<file path="src/cache_alloc_pkg.sv">
package cache_alloc_pkg;

  // ---------------------------------------------------------------
  // coprocessor encoding of the diagnostic control register
  // ---------------------------------------------------------------
  localparam logic [3:0] diag_crn     = 4'hf;
  localparam logic [2:0] diag_op1     = 3'h0;
  localparam logic [3:0] diag_crm     = 4'h0;
  localparam logic [2:0] diag_op2     = 3'h1;

  // ---------------------------------------------------------------
  // field positions and reset value
  // ---------------------------------------------------------------
  localparam int         dmb_as_dsb_bit      = 4;
  localparam int         no_direct_evict_bit = 21;
  localparam int         no_wa_wait_bit      = 22;
  localparam int         no_read_alloc_bit   = 23;
  localparam logic [31:0] diag_reset         = 32'h0000_0000;

  // ---------------------------------------------------------------
  // streaming detection
  // ---------------------------------------------------------------
  localparam logic [1:0] stream_trigger = 2'h2;

  // memory attribute of a write
  typedef enum logic [1:0] {
    attr_noncache   = 2'h0,
    attr_wthrough   = 2'h1,
    attr_wback      = 2'h2,
    attr_strong     = 2'h3
  } mem_attr_e;

  // coprocessor access
  typedef struct packed {
    logic       valid;
    logic       write;
    logic       secure;
    logic [3:0] crn;
    logic [2:0] op1;
    logic [3:0] crm;
    logic [2:0] op2;
    logic [31:0] wdata;
  } cp_req_s;

  // one cache write from the load/store unit
  typedef struct packed {
    logic      valid;
    logic      full_line;
    logic      shareable;
    mem_attr_e attr;
  } wr_req_s;

  // streaming states, gray coded
  typedef enum logic [1:0] {
    st_normal    = 2'b00,
    st_one_line  = 2'b01,
    st_streaming = 2'b11
  } stream_e;

endpackage : cache_alloc_pkg

</file>
<file path="src/write_classifier.sv">
`timescale 1ns/1ps
module write_classifier (
  input  wire logic                     cache_enable,
  input  wire logic                     asymmetric_core_mode,
  input  cache_alloc_pkg::wr_req_s      req,
  output logic                          uncacheable
);
  // ---------------------------------------------------------------
  // uncacheable classification
  // ---------------------------------------------------------------
  always_comb begin
    uncacheable = req.valid && (!cache_enable
                  || req.attr == cache_alloc_pkg::attr_noncache
                  || req.attr == cache_alloc_pkg::attr_wthrough
                  || (req.attr == cache_alloc_pkg::attr_wback && req.shareable
                      && asymmetric_core_mode));
  end
endmodule : write_classifier

</file>
<file path="src/cache_allocate_mode_control.sv">
`timescale 1ns/1ps
module cache_allocate_mode_control (
  input  wire logic                   clk,
  input  wire logic                   sys_rst,
  input  cache_alloc_pkg::cp_req_s    cp_req,
  output logic                        cp_ack,
  output logic                        cp_undef,
  output logic [31:0]                 cp_rdata,
  input  wire logic                   cache_enable,
  input  wire logic                   asymmetric_core_mode,
  input  cache_alloc_pkg::wr_req_s    wr_req,
  output logic                        wr_uncacheable,
  output logic                        streaming_mode,
  output logic                        write_alloc_wait,
  output logic                        read_alloc_enable,
  output logic                        direct_evict_enable,
  output logic                        dmb_as_dsb
);

  // ---------------------------------------------------------------
  // internal state and decode nets
  // ---------------------------------------------------------------
  logic [31:0]              diag_q;
  logic [31:0]              diag_d;
  logic                     crn_match;
  logic                     op1_match;
  logic                     crm_match;
  logic                     op2_match;
  logic                     hit;
  logic                     diag_write;
  logic                     diag_read;
  logic                     ack_d;
  logic                     undef_d;
  logic [31:0]              rdata_d;
  logic                     unc;
  logic                     wr_cacheable;
  logic                     full_line_write;
  logic                     partial_write;
  logic                     no_direct_evict;
  logic                     no_wa_wait;
  logic                     no_read_alloc;
  logic                     barrier_full;
  logic                     stream_block;
  logic                     streaming_d;
  cache_alloc_pkg::stream_e st_q;
  cache_alloc_pkg::stream_e st_d;

  // ---------------------------------------------------------------
  // coprocessor decode
  // ---------------------------------------------------------------
  assign crn_match  = cp_req.crn == cache_alloc_pkg::diag_crn;
  assign op1_match  = cp_req.op1 == cache_alloc_pkg::diag_op1;
  assign crm_match  = cp_req.crm == cache_alloc_pkg::diag_crm;
  assign op2_match  = cp_req.op2 == cache_alloc_pkg::diag_op2;
  assign hit        = cp_req.valid && crn_match && op1_match && crm_match && op2_match;
  assign diag_write = hit && cp_req.write && cp_req.secure;
  assign diag_read  = hit && !cp_req.write;

  // ---------------------------------------------------------------
  // diagnostic register
  // ---------------------------------------------------------------
  for (genvar b = 0; b < 32; b++) begin : g_diag_bit
    assign diag_d[b] = diag_write ? cp_req.wdata[b] : diag_q[b];
  end

  always_ff @(posedge clk) begin
    if (sys_rst) begin
      diag_q <= cache_alloc_pkg::diag_reset;
    end else begin
      diag_q <= diag_d;
    end
  end

  // ---------------------------------------------------------------
  // control bits
  // ---------------------------------------------------------------
  assign no_direct_evict = diag_q[cache_alloc_pkg::no_direct_evict_bit];
  assign no_wa_wait      = diag_q[cache_alloc_pkg::no_wa_wait_bit];
  assign no_read_alloc   = diag_q[cache_alloc_pkg::no_read_alloc_bit];
  assign barrier_full    = diag_q[cache_alloc_pkg::dmb_as_dsb_bit];
  assign stream_block    = no_wa_wait || no_read_alloc;

  // ---------------------------------------------------------------
  // coprocessor answer
  // ---------------------------------------------------------------
  assign ack_d   = hit;
  assign undef_d = cp_req.valid && !hit;
  assign rdata_d = diag_read ? diag_q : 32'h0000_0000;

  always_ff @(posedge clk) begin
    if (sys_rst) begin
      cp_ack <= 1'b0;
    end else begin
      cp_ack <= ack_d;
    end
  end

  always_ff @(posedge clk) begin
    if (sys_rst) begin
      cp_undef <= 1'b0;
    end else begin
      cp_undef <= undef_d;
    end
  end

  always_ff @(posedge clk) begin
    if (sys_rst) begin
      cp_rdata <= 32'h0000_0000;
    end else begin
      cp_rdata <= rdata_d;
    end
  end

  // ---------------------------------------------------------------
  // write classification
  // ---------------------------------------------------------------
  write_classifier u_class (
    .cache_enable         (cache_enable),
    .asymmetric_core_mode (asymmetric_core_mode),
    .req                  (wr_req),
    .uncacheable          (unc)
  );

  always_ff @(posedge clk) begin
    if (sys_rst) begin
      wr_uncacheable <= 1'b0;
    end else begin
      wr_uncacheable <= unc;
    end
  end

  // ---------------------------------------------------------------
  // streaming next state
  // ---------------------------------------------------------------
  assign wr_cacheable    = wr_req.valid && !unc;
  assign full_line_write = wr_cacheable && wr_req.full_line;
  assign partial_write   = wr_cacheable && !wr_req.full_line;

  always_comb begin
    st_d = st_q;
    if (stream_block) begin
      st_d = cache_alloc_pkg::st_normal;
    end else begin
      case (st_q)
        cache_alloc_pkg::st_normal: begin
          if (full_line_write) begin
            st_d = cache_alloc_pkg::st_one_line;
          end
        end
        cache_alloc_pkg::st_one_line: begin
          if (full_line_write) begin
            st_d = cache_alloc_pkg::st_streaming;
          end else if (partial_write) begin
            st_d = cache_alloc_pkg::st_normal;
          end
        end
        cache_alloc_pkg::st_streaming: begin
          if (partial_write) begin
            st_d = cache_alloc_pkg::st_normal;
          end
        end
        default: begin
          st_d = cache_alloc_pkg::st_normal;
        end
      endcase
    end
  end

  // ---------------------------------------------------------------
  // streaming state register
  // ---------------------------------------------------------------
  always_ff @(posedge clk) begin
    if (sys_rst) begin
      st_q <= cache_alloc_pkg::st_normal;
    end else begin
      st_q <= st_d;
    end
  end

  // ---------------------------------------------------------------
  // mode outputs
  // ---------------------------------------------------------------
  assign streaming_d = (st_q == cache_alloc_pkg::st_streaming) && !stream_block;

  always_ff @(posedge clk) begin
    if (sys_rst) begin
      streaming_mode <= 1'b0;
    end else begin
      streaming_mode <= streaming_d;
    end
  end

  always_ff @(posedge clk) begin
    if (sys_rst) begin
      write_alloc_wait <= 1'b0;
    end else begin
      write_alloc_wait <= !no_wa_wait;
    end
  end

  always_ff @(posedge clk) begin
    if (sys_rst) begin
      read_alloc_enable <= 1'b0;
    end else begin
      read_alloc_enable <= !no_read_alloc;
    end
  end

  always_ff @(posedge clk) begin
    if (sys_rst) begin
      direct_evict_enable <= 1'b0;
    end else begin
      direct_evict_enable <= !no_direct_evict;
    end
  end

  always_ff @(posedge clk) begin
    if (sys_rst) begin
      dmb_as_dsb <= 1'b0;
    end else begin
      dmb_as_dsb <= barrier_full;
    end
  end

endmodule : cache_allocate_mode_control

</file>
<file path="config.mk">
export PLATFORM = sky130hd
export DESIGN_NAME = cache_allocate_mode_control
export DESIGN_NICKNAME = d
export VERILOG_FILES = /design/src/cache_alloc_pkg.sv /design/src/write_classifier.sv /design/src/cache_allocate_mode_control.sv
export SDC_FILE = /design/constraint.sdc
export NUM_CORES = 1
export LEC_CHECK = 0
export BUFFER_PORTS_ARGS = -buffer_cell sky130_fd_sc_hd__buf_2
export CAP_MARGIN = 20
export CORE_ASPECT_RATIO = 0.7
export CORE_MARGIN = 1.5
export CORE_UTILIZATION = 50
export DETAILED_ROUTE_END_ITERATION = 8
export PLACE_DENSITY = 0.87
export SLEW_MARGIN = 20
export SYNTH_ARGS = -nofsm -noshare
export SYNTH_HDL_FRONTEND = slang
export SYNTH_SLANG_ARGS = --single-unit
export TNS_END_PERCENT = 100
</file>
<file path="constraint.sdc">
create_clock -name clk -period 3.4 [get_ports clk]
set_input_delay 0.17 -clock clk [delete_from_list [all_inputs] [get_ports clk]]
set_output_delay 0.17 -clock clk [all_outputs]
set_load 0.01 [all_outputs]
</file>
* After elaboration in Yosys (flattened, before gate mapping)
Index checks and enable logic that the tools add are counted.
** Operators by class
- Equal/unequal tests :: 7
- Mux-type cells :: 4
- Bitwise logic cells :: 1
- Reduce and logical (&&, ||, !) cells :: 34
** Operators with widths (number)
- logical AND 1 bit :: 15
- zero test 1 bit :: 9
- two-way mux 2 bit :: 3
- one-hot mux 2 bit (3 select lines) :: 1
- equality test 2 x 1 -> 1 bit, second input constant :: 2
- equality test 2 bit, second input constant :: 2
- equality test 4 bit, second input constant :: 1
- zero test 2 bit :: 2
- zero test 4 bit :: 1
- logical OR 1 bit :: 4
- OR reduction 2 bit :: 2
- equality test 3 x 1 -> 1 bit, second input constant :: 1
- zero test 3 bit :: 1
- inequality test 2 bit, second input constant :: 1
- inverter 1 bit :: 1
** Storage, ports and cells
- Register bits :: 74
- Input port bits :: 58
- Output and inout port bits :: 40
- Logic and storage cells :: 57

* Longest topological paths before layout
Gate-level depths: netlist of the first run.
- Word-level depth :: 11
- Gate-level depth with buffers :: 6
- Depth with buffers taken out :: 4

* Cells and area by module
A second synthesis of the first run with hierarchy kept.
** Second synthesis, totals
- Cells, all modules :: 250
- Area total of the unflattened synthesis :: 2488.6 um^2
** By module, submodules not included
- cache_allocate_mode_control :: times used 1, cells an instance 247, area an instance 2471.1 um^2, seq. area each 1481.4 um^2
- write_classifier :: times used 1, cells an instance 3, area an instance 17.5 um^2, seq. area each 0.0 um^2

* Worst setup path after synthesis of the first run
OpenSTA, ideal clock, no wires.
- Path type :: input port to flip-flop
- From :: input cp_req[41] (netlist bit)
- To :: register diag_q[4]
- Setup time :: 0.123 ns
- Arrival :: 1.170 ns
- Required time :: 3.277 ns
- Path slack :: 2.106 ns
- Stages :: 5
- Buffers on the path :: 1
- Cell sequence :: nor4_2 and4_1 buf_4 nand2_1 mux2_1
** On the way
- Longest elaborated chain between the ends :: 6
** RTL lines
- start: declaration :: RTL line cache_allocate_mode_control.sv:5 : input cache_alloc_pkg::cp_req_s cp_req,
- zero test 3 bit :: RTL line cache_allocate_mode_control.sv:52 : assign op1_match = cp_req.op1 == cache_alloc_pkg::diag_op1;
- logical AND 1 bit (3 in a row) :: RTL line cache_allocate_mode_control.sv:55 : assign hit = cp_req.valid && crn_match && op1_match && crm_match && op2_match;
- logical AND 1 bit (2 in a row) :: RTL line cache_allocate_mode_control.sv:56 : assign diag_write = hit && cp_req.write && cp_req.secure;
- end signal: assignment :: RTL line cache_allocate_mode_control.sv:68 : diag_q <= cache_alloc_pkg::diag_reset;
- end signal: assignment :: RTL line cache_allocate_mode_control.sv:70 : diag_q <= diag_d;
- end: declaration :: RTL line cache_allocate_mode_control.sv:23 : logic [31:0] diag_q;
No other way between the ends.
A chain may end at the register's enable or synchronous reset.

* Worst setup path after layout of the first run
- From :: input cp_req[41] (netlist bit)
- To :: register cp_rdata[6]
** On the way
- Longest elaborated chain between the ends :: 7
** RTL lines
- zero test 3 bit :: RTL line cache_allocate_mode_control.sv:52
- logical AND 1 bit (3 in a row) :: RTL line cache_allocate_mode_control.sv:55
- logical AND 1 bit :: RTL line cache_allocate_mode_control.sv:57 : assign diag_read = hit && !cp_req.write;
- inverter 1 bit (no source line)
- OR reduction 2 bit (no source line)
- end signal: assignment :: RTL line cache_allocate_mode_control.sv:110 : cp_rdata <= rdata_d;
- end: declaration :: RTL line cache_allocate_mode_control.sv:8 : output logic [31:0] cp_rdata,
No other way between the ends.

==> summary.txt, run 1 <==
Timing
  – Final Setup Violations: 0
  – Final hold vios: 0
  – Peak Freq: 0.572 GHz
  – Slew @ Worst Pin: 0.872 ns
  – WHS: 0.0652 ns
  – RSZ-0062 raised after global routing: no
  – Count of pins over their slew limit: 0
  – Slew margin rel.: 0.417
  – Post-Route Setup TNS: 0 ns
  – Minimum clock period: 1.75 ns
  – Final Cycle Share: 0.514
  – Final Worst Setup Slack: 1.65 ns
  – Layout Skew: 0.00400 ns

Routing
  – Drt via density: 4.92
  – Final wirelength: 5410 um
  – Number of remaining DRC errors: 0
  – DR pass1 iterations: 4
  – Wire length on met2: 2520 um
  – DRT antenna net count: 0
  – WL/cell: 13.1 um
  – Metal3 WL: 454 um
  – DR top layer: met4
  – Metal-1 WL: 2380 um
  – Starting DRT DRC Count: 93
  – Total number of vias: 2034

CTS
  – CTS Buffer Depth: 2
  – CTS resizes: 0
  – Root buf cell: clkbuf_8
  – Clock Sinks: 74
  – Clock Latency Late Sink: 0.35 ns
  – CTS buffer count: 9
  – CTS H-tree lvls: 3
  – Number of post-CTS setup repair buffers: 0
  – Clock slew at reported path FFs: 0.07 ns
  – CTS tree: yes
  – Hold buffers post-CTS: 0

Layout
  – Finished Layout Cells: 413
  – Most frequent cells in the layout: 97 x buf_2, 74 x dfxtp_1, 33 x and2_1
  – Final nets: 397
  – Ant. Diodes: 0
  – Area grow syn2layout: 28.9%
  – Fill cells: 406
  – Finished Cell Area: 3210 um^2
  – Top Registers: cp_rdata: 32 flops, diag_q: 32 flops, st_q: 2 flops
  – Commonest non-fill, non-tap cell in the layout: buf_2
  – Layout cells sized above 1: 0.352

Logic synthesis
  – Sequential area share after synthesis: 0.596
  – Main synth FF type: dfxtp_1
  – Post-Syn Area: 2490 um^2
  – Post-Syn Nets: 307
  – Number of synthesized flops with an enable pin: 0
  – Yosys cell types: 26
  – Synth warn: 0
  – Fraction of registers with async set or reset after synthesis: 0
  – Syn avg cell area: 9.99 um^2
  – Post-synthesis register bit count: 74
  – Synthesized instance count: 249

Hold path
  – Hold WC Path Type: in2reg

Setup path
  – Crit. End Element: flip-flop
  – WP data required: 3.69 ns
  – Worst Path Max Fanout: 33
  – Crit Path Class: in2reg
  – Worst Path Arrival: 2.03 ns
  – R2r setup slk: 2.23 ns
  – Startpoint Class: input pin

Die
  – Die height: 62.0 um
  – Die width: 87.3 um
  – Row count: 21
  – I/O pins: 98
  – Core Box Area: 4780 um^2
  – Initial core utilization: 0.520
  – Full die area: 5410 um^2

Power and ir drop
  – Part of the power in registers: 0.492
  – Internal power: 1430 uW
  – Clk pwr share: 0.470
  – Switching Share: 0.195
  – Gate power share: 0.038
  – Static leakage: 0.00143 uW
  – Peak supply drop: 0.292 mV
  – Psw: 346 uW
  – Pwr/cell area: 553 nW/um^2

Global route
  – Initial antenna violation count: 0
  – First-pass GRT wire length: 8110 um
  – GRT Total Usage: 0.209
  – Number of global-route vias before repair: 1702
  – Largest net degree at the start of global routing: 42
  – Grt ovf: 0

Placed design
  – Input/output buffers: 97
  – Placed cell count: 397
  – Hpwl dp: 3500 um
  – Cell Area, Placed: 2950 um^2
  – GPL Wtd Cong: 0.701
  – Pre-CTS setup slack: 1.29 ns

Run
  – Max Cap Violations: 0

Status
  – Status: finished, final reports clean
routing by layer:
metal,vias to the layer above,global-route usage
li1,1033,-
met1,902,0.252
met2,92,0.333
met3,7,0.0925
met4,0,0.0884
met5,-,0
worst paths after layout:
kind | end | startpoint | cells past startpoint
setup / recovery | cp_rdata[6]$_SDFF_PP0_ | cp_req[41] | 6
setup reg to reg | st_q[0]$_SDFFE_PP0P_ | diag_q[23]$_SDFFE_PP0P_ | 2
hold reg to reg | direct_evict_enable$_SDFF_PP0_ | diag_q[21]$_SDFFE_PP0P_ | 1
hold / removal | diag_q[24]$_SDFFE_PP0P_ | cp_req[24] | 3
per-stage QoR:
step                power (uW)   util
floorplan                  916      -
global placement           958  0.618
detailed placement         958  0.618
CTS                       1790  0.670
global route              1830  0.670
finish                    1770  0.670
logic make-up (layout without fill, tap and decap cells):
kind of cell           Yosys count  in the layout  synth area share
AOI/OAI and AO/OA               65             65             0.136
buffers and inverters           21            116            0.0513
DFF                             74             74             0.596
muxes                            2              2           0.00855
and+or+nand+nor                 87             87             0.209
cell type report:
| class | instances | area, um^2 | share of cell area |
|---|---|---|---|
| Timing Repair Buffer | 100 | 508 | 0.158 |
| Clock buffer | 11 | 151 | 0.0472 |
| Sequential cell | 74 | 1480 | 0.462 |
| Multi-Input combinational cell | 154 | 878 | 0.274 |
| Clock inverter | 5 | 100 | 0.0312 |
| Tap cell | 69 | 86.3 | 0.0269 |
cells in the mapped netlist (2+ instances only):
master / number / area (um^2)
nor2_1: 6 / 22.5
nor2b_1: 2 / 12.5
clkbuf_1: 14 / 52.6
buf_6: 6 / 67.6
a21oi_1: 31 / 155
nor3b_1: 2 / 15.0
o21ai_0: 31 / 155
and2_1: 33 / 206
nand3_1: 31 / 155
nand2_1: 4 / 15.0
dfxtp_1: 74 / 1480
worst max-delay path: stages:
cell     delay [ns]
buf_2          0.10
nor4_2         0.40
nand4_2        0.15
buf_4          0.26
nor3_4         0.69
and2_1         0.23
power by group through the flow:
stage,registers (uW),logic [uW],clock network [uW]
floorplan,893,22.8,0
global placement,891,67.0,0
detailed placement,891,67.0,0
CTS,871,67.6,848
global route,871,74.3,885
finish,871,67.5,833
No activity file was read; power rests on OpenSTA's default activity.
==> run 2, diff against run 1 <==
Settings changed: CORE_UTILIZATION 50 to 47, PLACE_DENSITY 0.87 to 0.83.
Clock period 3.4 ns to 1.7 ns, I/O delays scaled along.
==> run 2 against run 1 <==
First-iteration DRC count down 17%. Worst hold slack got worse by 0.050 ns. Critical path depth shrank 1. Cell area rose by 11%. Clock power is 78% higher. Register-to-register slack worse by 1.6 ns. Largest cell class unchanged. Highest routed layer unchanged.
==> summary.txt, run 2 (same netlist as run 1, synthesis figures left out) <==
Global route
  – GRT Total Usage: 0.221 (+0.0117)
  – M3 GR Usage: 0.0821 (-0.0103)
  – Gr busiest metal: met2
  – Initial antenna violation count: 0 (unchanged)
  – GRT met2 Usage: 0.381 (+0.0478)
  – Largest net degree at the start of global routing: 26 (-38%)
  – First-pass GRT wire length: 9880 um (+22%)
  – GR Util met1: 0.260 (+0.00821)
  – Grt ovf: 0 (unchanged)
  – Number of global-route vias before repair: 2166 (+27%)

Layout
  – Area grow syn2layout: 42.7%
  – Most frequent cells in the layout: 97 x buf_2, 74 x dfxtp_1, 33 x and2_1
  – Top Registers: cp_rdata: 32 flops, diag_q: 32 flops, st_q: 2 flops
  – Layout cells sized above 1: 0.332 (-0.0193)
  – Commonest non-fill, non-tap cell in the layout: buf_2
  – Fill cells: 378 (-6.9%)
  – Ant. Diodes: 0 (unchanged)
  – Final nets: 435 (+9.6%)

CTS
  – CTS H-tree lvls: 3 (unchanged)
  – Number of post-CTS setup repair buffers: 0 (unchanged)
  – CTS tree: yes
  – Root buf cell: clkbuf_8
  – CTS resizes: 0 (unchanged)
  – Clock Sinks: 74 (unchanged)
  – Clock Latency Late Sink: 0.34 ns (about the same)
  – Clock slew at reported path FFs: 0.07 ns (about the same)
  – CTS Buffer Depth: 2 (unchanged)
  – CTS buffer count: 9 (unchanged)

Setup path
  – CP startpoint: cp_req[41]
  – CP Cell Sequence: buf_2 -> nor4_2 -> and4_1 -> nand2_1 -> mux2_1
  – R2R cell count: 2 (unchanged)
  – Worst Path Max Fanout: 4 (-88%)
  – Reg-to-reg endpoint: st_q[0]$_SDFFE_PP0P_
  – Worst Path Arrival: 1.33 ns (-0.70 ns)
  – Startpoint Class: input pin
  – R2r setup slk: 0.62 ns (-1.61 ns)
  – Crit path capture: diag_q[4]$_SDFFE_PP0P_
  – Critical-path cell with the highest stage delay: and4_1
  – WP data required: 1.93 ns (-1.76 ns)
  – Crit Path Class: in2reg
  – Crit path largest cell delay: 0.35 ns (-0.34 ns)
  – FF-to-FF Start: diag_q[22]$_SDFFE_PP0P_
  – Crit. End Element: flip-flop

Routing
  – DRT antenna net count: 0 (unchanged)
  – Starting DRT DRC Count: 77 (-17%)
  – Number of remaining DRC errors: 0 (unchanged)
  – DR pass1 iterations: 4 (unchanged)
  – Total number of vias: 2244 (+10%)
  – Final wirelength: 5990 um (+11%)
  – Drt via density: 4.98 (+1.0%)
  – WL/cell: 13.3 um (+1.4%)

Timing
  – Slew @ Worst Pin: 0.498 ns (-0.374 ns)
  – Peak Freq: 0.915 GHz
  – Final Cycle Share: 0.643
  – Final Setup Violations: 0 (unchanged)
  – Layout Skew: 0.00343 ns (-0.000566 ns)
  – Final hold vios: 0 (unchanged)
  – Minimum clock period: 1.09 ns
  – Final Worst Setup Slack: 0.607 ns (-1.05 ns)
  – RSZ-0062 raised after global routing: no
  – Post-Route Setup TNS: 0 ns (unchanged)
  – Slew margin rel.: 0.668 (+0.251)
  – Count of pins over their slew limit: 0 (unchanged)

Power and ir drop
  – Psw: 706 uW (+100%)
  – Gate power share: 0.059 (+0.021)
  – Peak supply drop: 0.456 mV (+56%)
  – Internal power: 2720 uW (+90%)
  – Switching Share: 0.206 (+0.0109)
  – Clk pwr share: 0.432 (-0.038)
  – Pwr/cell area: 964 nW/um^2 (+74%)
  – Part of the power in registers: 0.509 (+0.017)
  – Static leakage: 0.00157 uW (+10%)

Die
  – Die height: 63.9 um (+3.0%)
  – I/O pins: 98 (unchanged)
  – Die width: 90.0 um (+3.0%)
  – Row count: 21 (unchanged)
  – Core Box Area: 4940 um^2 (+3.3%)
  – Initial core utilization: 0.504 (-0.0166)
  – Full die area: 5740 um^2 (+6.1%)

Placed design
  – Input/output buffers: 97 (unchanged)
  – Hpwl dp: 3840 um (+9.7%)
  – GPL Wtd Cong: 0.743 (+6.0%)
  – Pre-CTS setup slack: 0.262 ns (-1.02 ns)

Status
  – Status: finished, final reports clean

Hold path
  – Hold WC Path Type: in2reg
  – Hold Path Stages: 3 (unchanged)

Run
  – Max Cap Violations: 0 (unchanged)
-- run 2: cell count changes in the layout (fill, tap and decap cells not counted) --
cell | before | now
buf_4 | 3 | 9
dlygate4sd3_1 | 0 | 31
buf_12 | 0 | 1
bufinv_16 | 3 | 2
clkbuf_1 | 0 | 1
clkinvlp_4 | 0 | 1
clkbuf_8 | 11 | 10
-- run 2: cell type report --
class                      instances  area, um^2  area share
clock buffer                      11         141      0.0398
sequential                        74        1480       0.417
clock inverter                     5        77.6      0.0219
multi-input combinational        154         878       0.248
timing repair buffer             138         883       0.249
tap                               69        86.3      0.0243
-- run 2: how the worst min path moves through the flow --
stage,startpoint,endpoint
after detailed placement,wr_req[4],wr_uncacheable$_SDFF_PP0_
after global routing,cp_req[2],diag_q[2]$_SDFFE_PP0P_
after CTS,cp_req[14],diag_q[14]$_SDFFE_PP0P_
after floorplan,sys_rst,dmb_as_dsb$_SDFF_PP0_
final,wr_req[3],st_q[1]$_SDFFE_PP0P_
after global placement,wr_req[4],wr_uncacheable$_SDFF_PP0_
-- run 2: worst max-delay path: cells and delay by family --
kind / cells / cell delay (ns)
AND/OR/NAND/NOR: 3 / 0.81
multiplexers: 1 / 0.33
buffers and inverters: 1 / 0.10
-- run 2: power groups by stage --
stage	logic, uW	clock network (uW)	registers (uW)
floorplan	45.5	0	1790
global route	217	1610	1740
global placement	143	0	1780
CTS	197	1510	1740
finish	202	1480	1740
detailed placement	144	0	1780
-- run 2: per-layer routing --
layer / wire [um] / up-vias
li1: - / 1111
met1: 2700 / 1038
met2: 2800 / 89
met3: 436 / 6
met4: 54 / 0
met5: 0 / -
-- run 2: through the flow --
step	area (um^2)	power, uW	std cells	hold WS, ns	util
global placement	3020	1920	404	0.342	0.611
finish	3550	3420	451	0.0149	0.718
global route	3550	3570	451	0.00199	0.718
CTS	3540	3440	450	0.00346	0.716
detailed placement	3020	1930	404	0.346	0.611
floorplan	2490	1830	249	0.166	-
-- run 2: what timing repair did --
item                       in CTS  in global routing
setup endpoints to repair       0                  0
hold buffers                   30                  1
hold endpoints to repair       30                  1
==> run 3, diff against run 2 <==
Settings changed: ABC_AREA from default to 1, CORE_UTILIZATION 47 to 45, PLACE_DENSITY 0.83 to 0.8.
Clock period 1.7 ns to 1 ns, I/O delays scaled along.
==> run 3 against run 2 <==
The run now ends with negative hold slack left. Critical path depth stayed put. Flip-flop and latch count did not move. Setup slack lost 0.49 ns. Die area increased by 27%. Clock skew increased by 0.0073 ns. Combinational power is 67% higher. Synthesized area up 23%. Register-to-register slack worse by 0.50 ns. Clock-buffer cell count down 1. Largest cell class unchanged.
==> summary.txt, run 3 <==
Run
  – Max Cap Violations: 0 (unchanged)

Logic synthesis
  – Top cell type's share of synthesized area: 0.486 (-0.110)
  – Post-Syn Area: 3050 um^2 (+23%)
  – Area leader, netlist: dfxtp_1
  – Number of synthesized flops with an enable pin: 0 (unchanged)
  – Fraction of registers with async set or reset after synthesis: 0 (unchanged)
  – Syn avg cell area: 7.35 um^2 (-26%)
  – Post-synthesis register bit count: 74 (unchanged)
  – Main synth FF type: dfxtp_1
  – Top post-synthesis cells by count: 110 x inv_1, 83 x nand2_1, 74 x dfxtp_1
  – Synthesized instance count: 415 (+67%)
  – Synth warn: 0 (unchanged)
  – Sequential area share after synthesis: 0.486 (-0.110)
  – Most frequent cell after synthesis: inv_1
  – Synth area leaders: dfxtp_1 49%, inv_1 14%, nand2_1 10%
  – Yosys cell types: 19 (-27%)
  – Post-Syn Nets: 473 (+54%)

CTS
  – CTS buffer count: 9 (unchanged)
  – Clock Sinks: 74 (unchanged)
  – Clock slew at reported path FFs: 0.07 ns (about the same)
  – CTS Buffer Depth: 2 (unchanged)
  – Root buf cell: clkbuf_8
  – CTS tree: yes
  – Clock Latency Late Sink: 0.35 ns (about the same)
  – CTS H-tree lvls: 3 (unchanged)
  – Hold buffers post-CTS: 4 (-87%)

Placed design
  – Hpwl dp: 4750 um (+24%)
  – Pre-CTS setup slack: -0.133 ns (-0.394 ns)
  – GPL Wtd Cong: 0.804 (+8.2%)
  – Placed cell count: 597 (+48%)
  – Input/output buffers: 97 (unchanged)
  – Cell Area, Placed: 3710 um^2 (+23%)

Layout
  – Final nets: 581 (+34%)
  – Finished Cell Area: 3990 um^2 (+12%)
  – Most frequent cells in the layout: 110 x inv_1, 97 x buf_2, 83 x nand2_1, 74 x dfxtp_1, 51 x nor2_1
  – Top Registers: cp_rdata: 32 flops, diag_q: 32 flops, st_q: 2 flops
  – Area grow syn2layout: 30.7%
  – Ant. Diodes: 0 (unchanged)
  – Layout cells sized above 1: 0.314 (-0.0181)
  – Finished Layout Cells: 619 (+37%)
  – Commonest non-fill, non-tap cell in the layout: inv_1

Routing
  – Final wirelength: 6680 um (+11%)
  – DR pass1 iterations: 4 (unchanged)
  – Starting DRT DRC Count: 123 (+60%)
  – DRT antenna net count: 0 (unchanged)
  – Number of remaining DRC errors: 0 (unchanged)
  – WL/cell: 10.8 um (-19%)
  – Total number of vias: 2691 (+20%)
  – Drt via density: 4.35 (-13%)

Die
  – Initial core utilization: 0.477 (-0.0268)
  – Full die area: 7290 um^2 (+27%)
  – Row count: 24 (+14%)
  – Die height: 71.9 um (+13%)
  – Die width: 101 um (+13%)
  – Core Box Area: 6400 um^2 (+29%)
  – I/O pins: 98 (unchanged)

Power and ir drop
  – Design Power: 5790 uW (+69%)
  – Peak supply drop: 0.691 mV (+52%)
  – Static leakage: 0.00208 uW (+32%)
  – Pwr/cell area: 1450 nW/um^2 (+51%)

Timing
  – Slew @ Worst Pin: 0.208 ns (-0.290 ns)
  – Layout Skew: 0.0107 ns (+0.00726 ns)
  – Final Worst Setup Slack: 0.119 ns (-0.487 ns)
  – Final Setup Violations: 0 (unchanged)
  – Post-Route Setup TNS: 0 ns (unchanged)
  – Final hold vios: 1 (+1)
  – Slew margin rel.: 0.861 (+0.194)
  – WHS: -0.00513 ns (-0.0200 ns)
  – Peak Freq: 1.14 GHz
  – Final Cycle Share: 0.881
  – Count of pins over their slew limit: 0 (unchanged)
  – RSZ-0062 raised after global routing: no
  – Minimum clock period: 0.881 ns

Global route
  – Number of global-route vias before repair: 2517 (+16%)
  – GRT Total Usage: 0.198 (-0.0224)
  – Initial antenna violation count: 0 (unchanged)
  – Grt ovf: 0 (unchanged)
  – Largest net degree at the start of global routing: 34 (+31%)
  – First-pass GRT wire length: 11000 um (+11%)

Setup path
  – Worst Path Max Fanout: 2 (-2)
  – Worst Path Arrival: 1.16 ns (-0.17 ns)
  – Worst path depth: 5 (unchanged)
  – Most frequent CP cell: nor2_1
  – Crit Path Class: reg2reg
  – Crit. End Element: flip-flop
  – CP Cell Sequence: nor2_1 -> nand2_1 -> inv_1 -> o21ai_0 -> nor2_1
  – CP delay by family, top: simple AND/OR/NAND/NOR gates
  – R2R cell count: 5 (+3)
  – Startpoint Class: flip-flop
  – Number of buffers and inverters on the critical path: 1 (unchanged)
  – Critical-path cell with the highest stage delay: dfxtp_1
  – WP data required: 1.28 ns (-0.65 ns)
  – Crit path largest cell delay: 0.32 ns (-0.03 ns)

Hold path
  – Hold Path Stages: 2 (-1)
  – Hold WC Path Type: in2reg

Status
  – Failing checks: negative hold slack
  – Status: complete, but fails checks
-- run 3: final timing paths --
check / startpoint / end / slack, ns
setup / recovery: diag_q[23]$_SDFFE_PP0P_ / st_q[1]$_SDFFE_PP0P_ / 0.12
hold reg to reg: diag_q[22]$_SDFFE_PP0P_ / write_alloc_wait$_SDFF_PP0_ / 0.42
setup reg to reg: diag_q[23]$_SDFFE_PP0P_ / st_q[1]$_SDFFE_PP0P_ / 0.12
hold / removal: sys_rst / cp_ack$_SDFF_PP0_ / -0.005
-- run 3: per-layer routing --
| metal | up-vias | routed length, um | track usage |
|---|---|---|---|
| met4 | 0 | 151 | 0.0741 |
| li1 | 1417 | - | - |
| met3 | 16 | 457 | 0.0634 |
| met2 | 90 | 3170 | 0.322 |
| met1 | 1168 | 2900 | 0.248 |
| met5 | - | 0 | 0 |
-- run 3: timing repair --
action / in CTS / in global routing
endpoints found under the hold margin: 4 / 2
setup buffers: 0 / 3
setup endpoints to repair: 0 / 1
resized for setup: 0 / 1
-- run 3: final cells by class --
type / instances / area, um^2
fill: 603 / 2410
sequential: 74 / 1480
multi-input combinational: 213 / 1060
timing repair buffer: 115 / 703
inverter: 110 / 413
clock buffer: 10 / 128
tap: 91 / 114
clock inverter: 6 / 90.1
-- run 3: worst reg2reg max path: cells and delay by family (launching register included) --
family	cells	cell delay, ns
flip-flops	1	0.32
AND/OR/NAND/NOR	3	0.34
buffers and inverters	1	0.08
AO/OA/AOI/OAI	1	0.08
-- run 3: logic make-up after synthesis --
kind of cell | share of synthesized area
compound gates | 0.00328
buf+inv | 0.170
flops | 0.486
simple gates | 0.341
-- run 3: through the flow --
step	util	hold slack (ns)
2_1_floorplan	-	0.117
3_3_place_gp	0.581	0.313
3_5_place_dp	0.581	0.323
4_1_cts	0.621	-0.0172
5_1_grt	0.623	-0.0151
6_report	0.623	-0.00513
-- run 3: report_power, final --
group / total [uW] / internal, uW / leakage [uW] / switching, uW
logic: 338 / 157 / 0.00137 / 181
clock network: 2490 / 1410 / 0.000107 / 1080
registers: 2960 / 2960 / 0.000597 / 3.36
